<file path="src/design/sscc_defs.vh">
`ifndef SSCC_DEFS_VH
`define SSCC_DEFS_VH

// ==================================================
// Width and structure
`define SSCC_PAIRS        3
`define SSCC_CHANS        6
`define SSCC_RES_W        16
`define SSCC_FIFO_DEPTH   16
`define SSCC_FIFO_AW      4

// ==================================================
// Timing, clock at 250 MHz
`define SSCC_CLK_MHZ      250
`define SSCC_CONV_NS      3000
`define SSCC_APER_NS      10
`define SSCC_CONV_CYC     ((`SSCC_CONV_NS * `SSCC_CLK_MHZ) / 1000)
`define SSCC_APER_CYC     ((`SSCC_APER_NS * `SSCC_CLK_MHZ + 999) / 1000)
`define SSCC_CNT_W        10

// ==================================================
// Range encoding
`define SSCC_RANGE_X4     1'b0
`define SSCC_RANGE_X2     1'b1

// ==================================================
// Result coding, twos complement
`define SSCC_CODE_MAX     16'h7fff
`define SSCC_CODE_MIN     16'h8000

`endif

</file>
<file path="src/design/sscc_ctrl.v">
`timescale 1ns/10ps
`include "sscc_defs.vh"
// Function
// Start A drives channels 1-2, B drives 3-4, C drives 5-6.
// Pairs started in the same cycle are sampled together.
// Rising start edge puts that pair into hold and starts conversion.
// Busy rises after a start edge and stays high while converting.
// Internal clock times each conversion at 3 us, then busy falls.
// Falling busy returns track-and-holds to track mode.
// Finished results are kept in an output register for the host.
// Range from pin or register bits applies to the next conversion.
// Hold begins a fixed 10 ns aperture after the start edge; the code rounds it up to 3 cycles, 12 ns after launch.
// Results are twos complement, 7fff top and 8000 bottom.
// Range level 1 means two times reference, 0 means four times.
// In hardware mode range pin is sampled at busy falling edge.
// In software mode register selects pairs; start A alone launches.
// Host holds starts high in reset and gives full pulse after.
// Host waits for busy to fall before new start or reading.
// Start edges on a pair already converting are ignored.
module sscc_ctrl (
    // Clock and reset
    input  wire        clk,
    input  wire        rst_n,
    // Conversion start pins
    input  wire        pair_a_start,
    input  wire        pair_b_start,
    input  wire        pair_c_start,
    // Mode and range
    input  wire        sw_mode_sel,
    input  wire [2:0]  sw_pair_enable,
    input  wire        range_pin,
    input  wire [2:0]  range_select_bits,
    // Converter core results, one word per channel
    input  wire [95:0] core_result,
    // Track-and-hold and status
    output reg  [2:0]  hold_q,
    output reg         busy_q,
    output reg  [2:0]  pair_range_q,
    // Output register, one word per channel
    output reg  [95:0] result_q,
    output reg  [5:0]  result_new_q,
    // Result stream
    output reg         res_valid_q,
    output reg  [18:0] res_data_q,
    input  wire        res_ready,
    output reg         fifo_full_q
);
    // ==================================================
    // States
    localparam [2:0] ST_IDLE = 3'b001;
    localparam [2:0] ST_CONV = 3'b010;
    localparam [2:0] ST_STORE = 3'b100;

    // Cycle counts are worked out as integers, then cut to counter width
    localparam integer APER_CYC_I = `SSCC_APER_CYC;
    localparam integer CONV_CYC_I = `SSCC_CONV_CYC;
    localparam [`SSCC_CNT_W-1:0] APER_CNT =
        APER_CYC_I[`SSCC_CNT_W-1:0];
    localparam [`SSCC_CNT_W-1:0] CONV_CNT =
        CONV_CYC_I[`SSCC_CNT_W-1:0];

    // Clamp a raw core word into the legal twos complement span
    function [15:0] clamp_code;
        input [15:0] raw;
        begin
            clamp_code = raw;
            if (raw == `SSCC_CODE_MIN) begin
                clamp_code = `SSCC_CODE_MIN;
            end
        end
    endfunction

    // Next channel in the round-robin drain order
    function [2:0] next_chan;
        input [2:0] ch;
        begin
            if (ch == 3'h5) begin
                next_chan = 3'h0;
            end else begin
                next_chan = ch + 3'h1;
            end
        end
    endfunction

    // ==================================================
    // Input synchronisation
    wire [2:0] start_lvl;
    wire       range_lvl;
    reg  [2:0] start_prev_q;
    reg        armed_q;

    sscc_sync #(.W(4)) u_sync (
        .clk     (clk),
        .rst_n   (rst_n),
        .pin_in  ({range_pin, pair_c_start, pair_b_start, pair_a_start}),
        .level_q ({range_lvl, start_lvl})
    );

    // ==================================================
    // Start edge detection and pair selection
    wire [2:0] rise;
    reg  [2:0] launch;

    assign rise = start_lvl & ~start_prev_q;

    always @* begin
        if (sw_mode_sel) begin
            launch = {3{rise[0]}} & sw_pair_enable;
        end else begin
            launch = rise;
        end
    end

    // ==================================================
    // Per-pair timing
    reg [2:0]              state_q [0:2];
    reg [`SSCC_CNT_W-1:0]  cnt_q   [0:2];
    reg [2:0]              range_pend_q;
    reg [2:0]              done;
    reg [2:0]              conv_any;
    reg [2:0]              next_range;
    integer                p;
    integer                q;
    integer                r;
    wire                   busy_d;

    // Range for the next conversion, per pair
    always @* begin
        if (sw_mode_sel) begin
            next_range = range_select_bits;
        end else begin
            next_range = range_pend_q;
        end
    end

    // Result stream plumbing
    wire        fifo_in_ready;
    wire        fifo_out_valid;
    wire [18:0] fifo_out_data;
    reg         fifo_push;
    reg  [18:0] fifo_word;
    reg  [2:0]  drain_q;
    reg  [2:0]  drain_ch_q;

    always @* begin
        for (q = 0; q < 3; q = q + 1) begin
            done[q]     = (state_q[q] == ST_CONV) &&
                          (cnt_q[q] == CONV_CNT);
            // Only the converting state counts; the store cycle after it
            // must not raise busy a second time
            conv_any[q] = (state_q[q] == ST_CONV);
        end
    end

    assign busy_d = |(conv_any & ~done);

    // ==================================================
    // Start history; a low level must be seen before the first launch
    always @(posedge clk) begin
        if (!rst_n) begin
            start_prev_q <= 3'h7;
            armed_q      <= 1'b0;
        end else begin
            start_prev_q <= start_lvl;
            if (start_lvl != 3'h7) begin
                armed_q <= 1'b1;
            end
        end
    end

    // ==================================================
    // Busy and the range caught at its falling edge
    always @(posedge clk) begin
        if (!rst_n) begin
            busy_q       <= 1'b0;
            range_pend_q <= 3'h0;
        end else begin
            busy_q <= busy_d;
            if (busy_q && !busy_d) begin
                range_pend_q <= {3{range_lvl}};
            end
        end
    end

    // ==================================================
    // Fresh flags; a result landing wins over the queue clear
    always @(posedge clk) begin
        if (!rst_n) begin
            result_new_q <= 6'h0;
        end else begin
            if (fifo_push) begin
                result_new_q[drain_ch_q] <= 1'b0;
            end
            for (r = 0; r < 3; r = r + 1) begin
                if (done[r]) begin
                    result_new_q[2*r +: 2] <= 2'h3;
                end
            end
        end
    end

    // ==================================================
    // Per-pair conversion sequencing
    always @(posedge clk) begin
        if (!rst_n) begin
            hold_q       <= 3'h0;
            pair_range_q <= 3'h0;
            result_q     <= 96'h0;
            for (p = 0; p < 3; p = p + 1) begin
                state_q[p] <= ST_IDLE;
                cnt_q[p]   <= {`SSCC_CNT_W{1'b0}};
            end
        end else begin
            for (p = 0; p < 3; p = p + 1) begin
                case (state_q[p])
                ST_IDLE: begin
                    hold_q[p] <= 1'b0;
                    if (launch[p] && armed_q) begin
                        state_q[p]      <= ST_CONV;
                        cnt_q[p]        <= {`SSCC_CNT_W{1'b0}};
                        pair_range_q[p] <= next_range[p];
                    end
                end
                ST_CONV: begin
                    // Edges during conversion do nothing here
                    cnt_q[p] <= cnt_q[p] + 1'b1;
                    if (cnt_q[p] + 1'b1 == APER_CNT) begin
                        hold_q[p] <= 1'b1;
                    end
                    if (done[p]) begin
                        state_q[p] <= ST_STORE;
                        hold_q[p]  <= 1'b0;
                        result_q[32*p +: 16] <=
                            clamp_code(core_result[32*p +: 16]);
                        result_q[32*p+16 +: 16] <=
                            clamp_code(core_result[32*p+16 +: 16]);
                    end
                end
                ST_STORE: begin
                    if (drain_q == 3'h0 || drain_ch_q[2:1] != p[1:0]) begin
                        state_q[p] <= ST_IDLE;
                    end
                end
                default: begin
                    state_q[p] <= ST_IDLE;
                end
                endcase
            end
        end
    end

    // ==================================================
    // Drain fresh results into the stream FIFO, channel order
    always @* begin
        fifo_push = 1'b0;
        fifo_word = {drain_ch_q, result_q[16*drain_ch_q +: 16]};
        if (result_new_q[drain_ch_q] && fifo_in_ready) begin
            fifo_push = 1'b1;
        end
    end

    always @(posedge clk) begin
        if (!rst_n) begin
            drain_ch_q <= 3'h0;
            drain_q    <= 3'h0;
        end else begin
            // Park on channel 0 when nothing is fresh, so that each batch
            // leaves in channel order; stall on a full FIFO, drop nothing
            if (result_new_q == 6'h0) begin
                drain_ch_q <= 3'h0;
            end else if (!result_new_q[drain_ch_q] || fifo_in_ready) begin
                drain_ch_q <= next_chan(drain_ch_q);
            end
            drain_q <= {2'h0, |result_new_q};
        end
    end

    sscc_fifo #(
        .W     (19),
        .DEPTH (`SSCC_FIFO_DEPTH),
        .AW    (`SSCC_FIFO_AW)
    ) u_fifo (
        .clk       (clk),
        .rst_n     (rst_n),
        .in_valid  (fifo_push),
        .in_ready  (fifo_in_ready),
        .in_data   (fifo_word),
        .out_valid (fifo_out_valid),
        .out_ready (res_ready & res_valid_q | ~res_valid_q),
        .out_data  (fifo_out_data)
    );

    // Registered output stage of the stream
    always @(posedge clk) begin
        if (!rst_n) begin
            res_valid_q <= 1'b0;
            res_data_q  <= 19'h0;
            fifo_full_q <= 1'b0;
        end else begin
            fifo_full_q <= ~fifo_in_ready;
            if (res_ready || !res_valid_q) begin
                res_valid_q <= fifo_out_valid;
                res_data_q  <= fifo_out_data;
            end
        end
    end
endmodule

</file>
<file path="src/design/sscc_sync.v">
`timescale 1ns/10ps
// ==================================================
// Three-stage synchroniser; change accepted when stages 2 and 3 agree
module sscc_sync #(
    parameter W = 1
) (
    // Clock and reset
    input  wire         clk,
    input  wire         rst_n,
    // Pin side
    input  wire [W-1:0] pin_in,
    // Clean side
    output reg  [W-1:0] level_q
);
    reg [W-1:0] s1_q;
    reg [W-1:0] s2_q;
    reg [W-1:0] s3_q;
    integer     i;

    always @(posedge clk) begin
        if (!rst_n) begin
            s1_q    <= {W{1'b1}};
            s2_q    <= {W{1'b1}};
            s3_q    <= {W{1'b1}};
            level_q <= {W{1'b1}};
        end else begin
            s1_q <= pin_in;
            s2_q <= s1_q;
            s3_q <= s2_q;
            for (i = 0; i < W; i = i + 1) begin
                if (s2_q[i] == s3_q[i]) begin
                    level_q[i] <= s3_q[i];
                end
            end
        end
    end
endmodule

</file>
<file path="src/design/sscc_fifo.v">
`timescale 1ns/10ps
// ==================================================
// Result FIFO with valid/ready on both sides
module sscc_fifo #(
    parameter W     = 19,
    parameter DEPTH = 16,
    parameter AW    = 4
) (
    // Clock and reset
    input  wire         clk,
    input  wire         rst_n,
    // Fill side
    input  wire         in_valid,
    output wire         in_ready,
    input  wire [W-1:0] in_data,
    // Drain side
    output wire         out_valid,
    input  wire         out_ready,
    output wire [W-1:0] out_data
);
    reg [W-1:0]  mem [0:DEPTH-1];
    reg [AW-1:0] wr_q;
    reg [AW-1:0] rd_q;
    reg [AW:0]   cnt_q;
    wire         push;
    wire         pop;

    assign in_ready  = (cnt_q != DEPTH[AW:0]);
    assign out_valid = (cnt_q != {(AW+1){1'b0}});
    assign out_data  = mem[rd_q];
    assign push      = in_valid & in_ready;
    assign pop       = out_valid & out_ready;

    always @(posedge clk) begin
        if (push) begin
            mem[wr_q] <= in_data;
        end
    end

    always @(posedge clk) begin
        if (!rst_n) begin
            wr_q  <= {AW{1'b0}};
            rd_q  <= {AW{1'b0}};
            cnt_q <= {(AW+1){1'b0}};
        end else begin
            if (push) begin
                wr_q <= wr_q + 1'b1;
            end
            if (pop) begin
                rd_q <= rd_q + 1'b1;
            end
            if (push & ~pop) begin
                cnt_q <= cnt_q + 1'b1;
            end else if (pop & ~push) begin
                cnt_q <= cnt_q - 1'b1;
            end
        end
    end
endmodule

</file>
<file path="config.mk">
export PLATFORM = sky130hd
export DESIGN_NAME = sscc_ctrl
export DESIGN_NICKNAME = d
export VERILOG_FILES = /design/src/design/sscc_ctrl.v /design/src/design/sscc_sync.v /design/src/design/sscc_fifo.v
export VERILOG_INCLUDE_DIRS = /design/src /design/src/design
export SDC_FILE = /design/constraint.sdc
export NUM_CORES = 1
export LEC_CHECK = 0
export BUFFER_PORTS_ARGS = -buffer_cell sky130_fd_sc_hd__buf_2
export CAP_MARGIN = 5
export CELL_PAD_IN_SITES_DETAIL_PLACEMENT = 1
export CELL_PAD_IN_SITES_GLOBAL_PLACEMENT = 1
export CORE_ASPECT_RATIO = 0.75
export CORE_MARGIN = 2
export CORE_UTILIZATION = 48
export DETAILED_ROUTE_END_ITERATION = 7
export PLACE_DENSITY_LB_ADDON = 0.1
export RECOVER_POWER = 50
export SYNTH_ARGS = -nofsm -noshare
export SYNTH_HDL_FRONTEND = slang
export SYNTH_HIERARCHICAL = 1
export SYNTH_SLANG_ARGS = --single-unit
</file>
<file path="constraint.sdc">
create_clock -name clk -period 4.3 [get_ports clk]
set_input_delay 0 -clock clk [delete_from_list [all_inputs] [get_ports clk]]
set_output_delay 0 -clock clk [all_outputs]
set_load 0.01 [all_outputs]
</file>
==> metrics.txt <==
# TYPE chip_impl_metric gauge
chip_impl_info{name="outcome",value="finished, violations left"} 1
chip_impl_info{name="failed_checks",value="max-capacitance violations, max-slew violations"} 1
chip_impl_metric{name="syn_nets",unit=""} 1701
chip_impl_metric{name="fp.dieArea",unit="µm²"} 45800
chip_impl_metric{name="synthesis.instances",unit=""} 1572
chip_impl_metric{name="power.switching_fraction",unit="%"} 25.9
chip_impl_metric{name="finalSetupViolations",unit=""} 0
chip_impl_metric{name="setup_total_negative_slack",unit="ns"} 0
chip_impl_info{name="timing.hold.worst_endpoint",value="state_q[2][1]"} 1
chip_impl_info{name="layout.cells.most_common",value="sky130_fd_sc_hd__edfxtp_1"} 1
chip_impl_metric{name="first_global_vias",unit=""} 15341
chip_impl_info{name="postSynth.topFlopCell",value="sky130_fd_sc_hd__edfxtp_1"} 1
chip_impl_metric{name="firstDrtPassIters",unit=""} 5
chip_impl_metric{name="layout-drive-gt1-share",unit="%"} 18.1
chip_impl_info{name="cts_tree",value="built"} 1
chip_impl_metric{name="synth_edf_count",unit=""} 342
chip_impl_metric{name="number_of_flip_flops_and_latches_in_the_synthesized_netlist",unit=""} 515
chip_impl_metric{name="gp_congestion",unit=""} 0.837
chip_impl_metric{name="clockPowerShare",unit="%"} 38.1
chip_impl_metric{name="report.power.total",unit="W"} 0.0124
chip_impl_metric{name="least_margin_pin_slew",unit="ns"} 2.31
chip_impl_metric{name="cts_max_path_buffers",unit=""} 3
chip_impl_metric{name="internal_power",unit="W"} 0.00916
chip_impl_metric{name="finClkSkew",unit="ns"} 0.0206
chip_impl_metric{name="grt_overflow",unit=""} 0
chip_impl_metric{name="sequential_cell_area",unit="µm²"} 13700
chip_impl_metric{name="grt_start_max_net_pins",unit=""} 72
chip_impl_metric{name="die_x",unit="µm"} 247
chip_impl_metric{name="min_delay_path_depth",unit=""} 5
chip_impl_metric{name="tritoncts_num_sinks",unit=""} 515
chip_impl_metric{name="timing.reg2reg.setup_slack",unit="ns"} 0.83
chip_impl_metric{name="yosysSeqAreaShare",unit="%"} 64.9
chip_impl_metric{name="finalHoldViolCount",unit=""} 0
chip_impl_metric{name="drt-total-wl",unit="mm"} 61.2
chip_impl_info{name="worstHoldStart",value="sw_mode_sel"} 1
chip_impl_metric{name="die_h",unit="µm"} 186
chip_impl_metric{name="cts_buffers",unit=""} 50
chip_impl_metric{name="clock_insertion_delay_worst_skew",unit="ns"} 0.60
chip_impl_metric{name="cap_viol_max_count",unit=""} 4
chip_impl_info{name="rsz0062_at_grt",value="false"} 1
chip_impl_metric{name="rows",unit=""} 66
chip_impl_metric{name="drc_errors",unit=""} 0
chip_impl_metric{name="power.leakage",unit="nW"} 8.78
chip_impl_metric{name="detail_route.iter0.violations",unit=""} 1077
chip_impl_info{name="clockRootBuffer",value="sky130_fd_sc_hd__clkbuf_16"} 1
chip_impl_metric{name="timing.max_slew.rel_slack",unit="%"} -53.8
chip_impl_metric{name="multiInputGateArea",unit="µm²"} 6960
chip_impl_metric{name="dp_hpwl",unit="mm"} 38.8
chip_impl_metric{name="global_route.usage.total",unit="%"} 27.1
chip_impl_metric{name="design.portCount",unit=""} 240
chip_impl_metric{name="final_net_count",unit=""} 2067
chip_impl_metric{name="n_fill_cell",unit=""} 4440
chip_impl_metric{name="dpl_worst_slack",unit="ns"} 0.894
chip_impl_metric{name="start_util",unit="%"} 48.7
chip_impl_metric{name="yosysWarningCount",unit=""} 6
chip_impl_metric{name="post_synthesis_area_per_instance",unit="µm²"} 13.5
chip_impl_metric{name="path_clk_slew",unit="ns"} 0.06
chip_impl_info{name="layout_common_cells",value="sky130_fd_sc_hd__edfxtp_1 (342), sky130_fd_sc_hd__nand2_1 (227), sky130_fd_sc_hd__dfxtp_1 (172), sky130_fd_sc_hd__clkbuf_1 (147), sky130_fd_sc_hd__a21oi_1 (117)"} 1
chip_impl_metric{name="synth_cell_type_count",unit=""} 78
chip_impl_metric{name="arrival",unit="ns"} 3.73
chip_impl_info{name="min_path_type",value="primary input to register"} 1
chip_impl_metric{name="worst_slack",unit="ns"} 0.826
chip_impl_metric{name="htree_levels",unit=""} 2
chip_impl_info{name="critical_path_class",value="register to register"} 1
chip_impl_metric{name="final_util",unit="%"} 59.4
chip_impl_metric{name="power_switching",unit="W"} 0.00320
chip_impl_metric{name="port_buffers",unit=""} 239
chip_impl_metric{name="grt_first_pass_wirelength",unit="mm"} 93.1
chip_impl_metric{name="worst-path-max-fanout",unit=""} 46
chip_impl_metric{name="synth_area",unit="µm²"} 21200
chip_impl_metric{name="flow.area_growth_from_synthesis",unit="%"} 22.0
chip_impl_metric{name="final.period_utilization",unit="%"} 80.8
chip_impl_info{name="r2r-start",value="drain_ch_q[0]"} 1
chip_impl_metric{name="highest_achievable_clock_rate",unit="MHz"} 288
chip_impl_metric{name="fin_crit",unit="ns"} 3.47
chip_impl_metric{name="vias",unit=""} 14697
chip_impl_metric{name="ctsResizeCount",unit=""} 0
chip_impl_metric{name="post_drt_wl_per_cell",unit="µm"} 23.9
chip_impl_metric{name="synthArstFlopShare",unit="%"} 0
chip_impl_metric{name="power.density",unit="nW/µm²"} 479
chip_impl_metric{name="grt_antenna_before_repair",unit=""} 7
chip_impl_metric{name="timing.reg2reg.worst_path_depth",unit=""} 6
chip_impl_metric{name="pwr-share-comb",unit="%"} 15.9
chip_impl_metric{name="ir_drop",unit="V"} 0.000309
chip_impl_metric{name="timing.final.max_slew_violations",unit=""} 155
chip_impl_info{name="critical_path.startpoint_type",value="register"} 1
chip_impl_metric{name="avg_vias_per_cell",unit=""} 5.74
chip_impl_metric{name="core_region_area",unit="µm²"} 43400
chip_impl_info{name="cp-end-kind",value="register"} 1
chip_impl_metric{name="required",unit="ns"} 4.55
chip_impl_metric{name="number_of_nets_with_antenna_violations_after_detailed_routing",unit=""} 0
chip_impl_metric{name="seq_power_share",unit="%"} 45.9
chip_impl_info{name="rr_endpoint",value="u_fifo/mem[11][5]"} 1
==> synth_stat cells (3+ instances only) <==
cell,number,share of area [%]
sky130_fd_sc_hd__and2_1,13,0.38
sky130_fd_sc_hd__xor2_1,10,0.41
sky130_fd_sc_hd__nand2_1,227,4.0
sky130_fd_sc_hd__a21oi_1,117,2.8
sky130_fd_sc_hd__or2b_1,6,0.21
sky130_fd_sc_hd__edfxtp_1,342,49
sky130_fd_sc_hd__o21ai_0,12,0.28
sky130_fd_sc_hd__o211ai_1,6,0.21
sky130_fd_sc_hd__buf_1,6,0.11
sky130_fd_sc_hd__o22ai_1,16,0.47
sky130_fd_sc_hd__or3_1,3,0.089
sky130_fd_sc_hd__nor3b_1,5,0.18
sky130_fd_sc_hd__nor3_1,14,0.33
sky130_fd_sc_hd__nand4_1,8,0.24
sky130_fd_sc_hd__a31oi_1,9,0.27
sky130_fd_sc_hd__xnor2_1,27,1.1
sky130_fd_sc_hd__a22oi_1,56,2.0
sky130_fd_sc_hd__o21a_1,6,0.21
sky130_fd_sc_hd__clkbuf_1,54,0.96
sky130_fd_sc_hd__nor2_1,120,2.1
sky130_fd_sc_hd__ha_1,18,1.1
sky130_fd_sc_hd__and3_1,11,0.33
sky130_fd_sc_hd__or3b_1,3,0.12
sky130_fd_sc_hd__dfxtp_1,173,16
sky130_fd_sc_hd__mux4_2,77,8.2
sky130_fd_sc_hd__nand2b_1,20,0.59
sky130_fd_sc_hd__inv_1,16,0.28
sky130_fd_sc_hd__nor2b_1,12,0.35
sky130_fd_sc_hd__buf_4,6,0.21
sky130_fd_sc_hd__buf_6,6,0.32
sky130_fd_sc_hd__buf_2,17,0.40
sky130_fd_sc_hd__a21o_1,4,0.14
sky130_fd_sc_hd__mux2i_1,57,2.7
sky130_fd_sc_hd__o31ai_1,3,0.11
sky130_fd_sc_hd__a311oi_1,3,0.12
sky130_fd_sc_hd__nand3_1,17,0.40
sky130_fd_sc_hd__mux2_2,18,0.96
==> flip-flops by register name, indices dropped and copies added (netlist names), 5 cells and up, named ones only <==
signal and cells:
cnt_q 30, state_q 9, u_fifo/cnt_q 5, result_q 96
result_new_q 6, res_data_q 19, u_fifo/mem 304
==> logic make-up (layout without fill, tap and decap cells) <==
group | after synthesis | count (layout) | share of synthesized area, %
muxes | 152 | 152 | 11.8
and+or+nand+nor | 488 | 488 | 10.7
DFF | 515 | 515 | 64.9
buffers and inverters | 109 | 517 | 2.38
AOI/OAI and AO/OA | 252 | 252 | 7.58
xor gates and xnor gates | 37 | 37 | 1.53
adders and majority gates | 19 | 19 | 1.16
other | 0 | 3 | 0
==> worst max-delay path, cell delays in order, from the launching register on <==
cell                       delay (ns)
sky130_fd_sc_hd__dfxtp_1         0.59
sky130_fd_sc_hd__buf_4           0.64
sky130_fd_sc_hd__inv_1           0.26
sky130_fd_sc_hd__nor2_1          0.60
sky130_fd_sc_hd__a21oi_1         0.15
sky130_fd_sc_hd__o22ai_1         0.14
sky130_fd_sc_hd__clkbuf_1        0.73
==> metrics by stage <==
step	cells	instance area (µm²)	hold slack, ns
after floorplan	1572	21200	0.0964
after global placement	2351	23100	0.180
after detailed placement	2351	23100	0.183
after CTS	2558	26100	0.0291
after global routing	2561	25800	0.132
final	2561	25800	0.0625
==> worst max-delay path by stage <==
stage	startpoint	to	cells past startpoint
5_1_grt	rst_n	cnt_q[0][7]	4
4_1_cts	drain_ch_q[2]	u_fifo/cnt_q[3]	11
3_3_place_gp	drain_ch_q[2]	u_fifo/cnt_q[3]	11
3_5_place_dp	drain_ch_q[2]	u_fifo/cnt_q[3]	11
2_1_floorplan	drain_ch_q[1]	u_fifo/mem[0][0]	7
6_report	drain_ch_q[0]	u_fifo/mem[11][5]	6
==> per-layer routing <==
metal | global-route usage, % | wire (µm) | vias up
li1 | - | - | 6585
met2 | 43.4 | 28700 | 502
met3 | 4.93 | 3970 | 130
met4 | 10.2 | 2180 | 0
met5 | 0 | 0 | -
met1 | 37.2 | 26300 | 7480
==> power groups by stage <==
stage / Sequential [W] / Clock, W / Combinational [W]
final: 0.00568 / 0.00471 / 0.00197
after global placement: 0.00577 / 0 / 0.00186
after floorplan: 0.00562 / 0 / 0.00146
after detailed placement: 0.00579 / 0 / 0.00191
after global routing: 0.00572 / 0.00497 / 0.00214
after CTS: 0.00569 / 0.00479 / 0.00200
==> final cells by class <==
cell class / count / area share (%)
Sequential cell: 515 / 53.2
Multi-Input combinational cell: 948 / 27.0
Timing Repair Buffer: 405 / 9.86
Clock buffer: 60 / 5.36
Tap cell: 578 / 2.80
Clock inverter: 34 / 1.52
Inverter: 18 / 0.271
Antenna cell: 3 / 0.0291
==> what timing repair did <==
action / 4_1_cts / 5_1_grt
hold endpoints to repair: 131 / 0
endpoints found under the setup margin: 0 / 0
setup buffers: 0 / 0
hold buffers: 113 / 0
No activity file was read; power rests on OpenSTA's default activity.
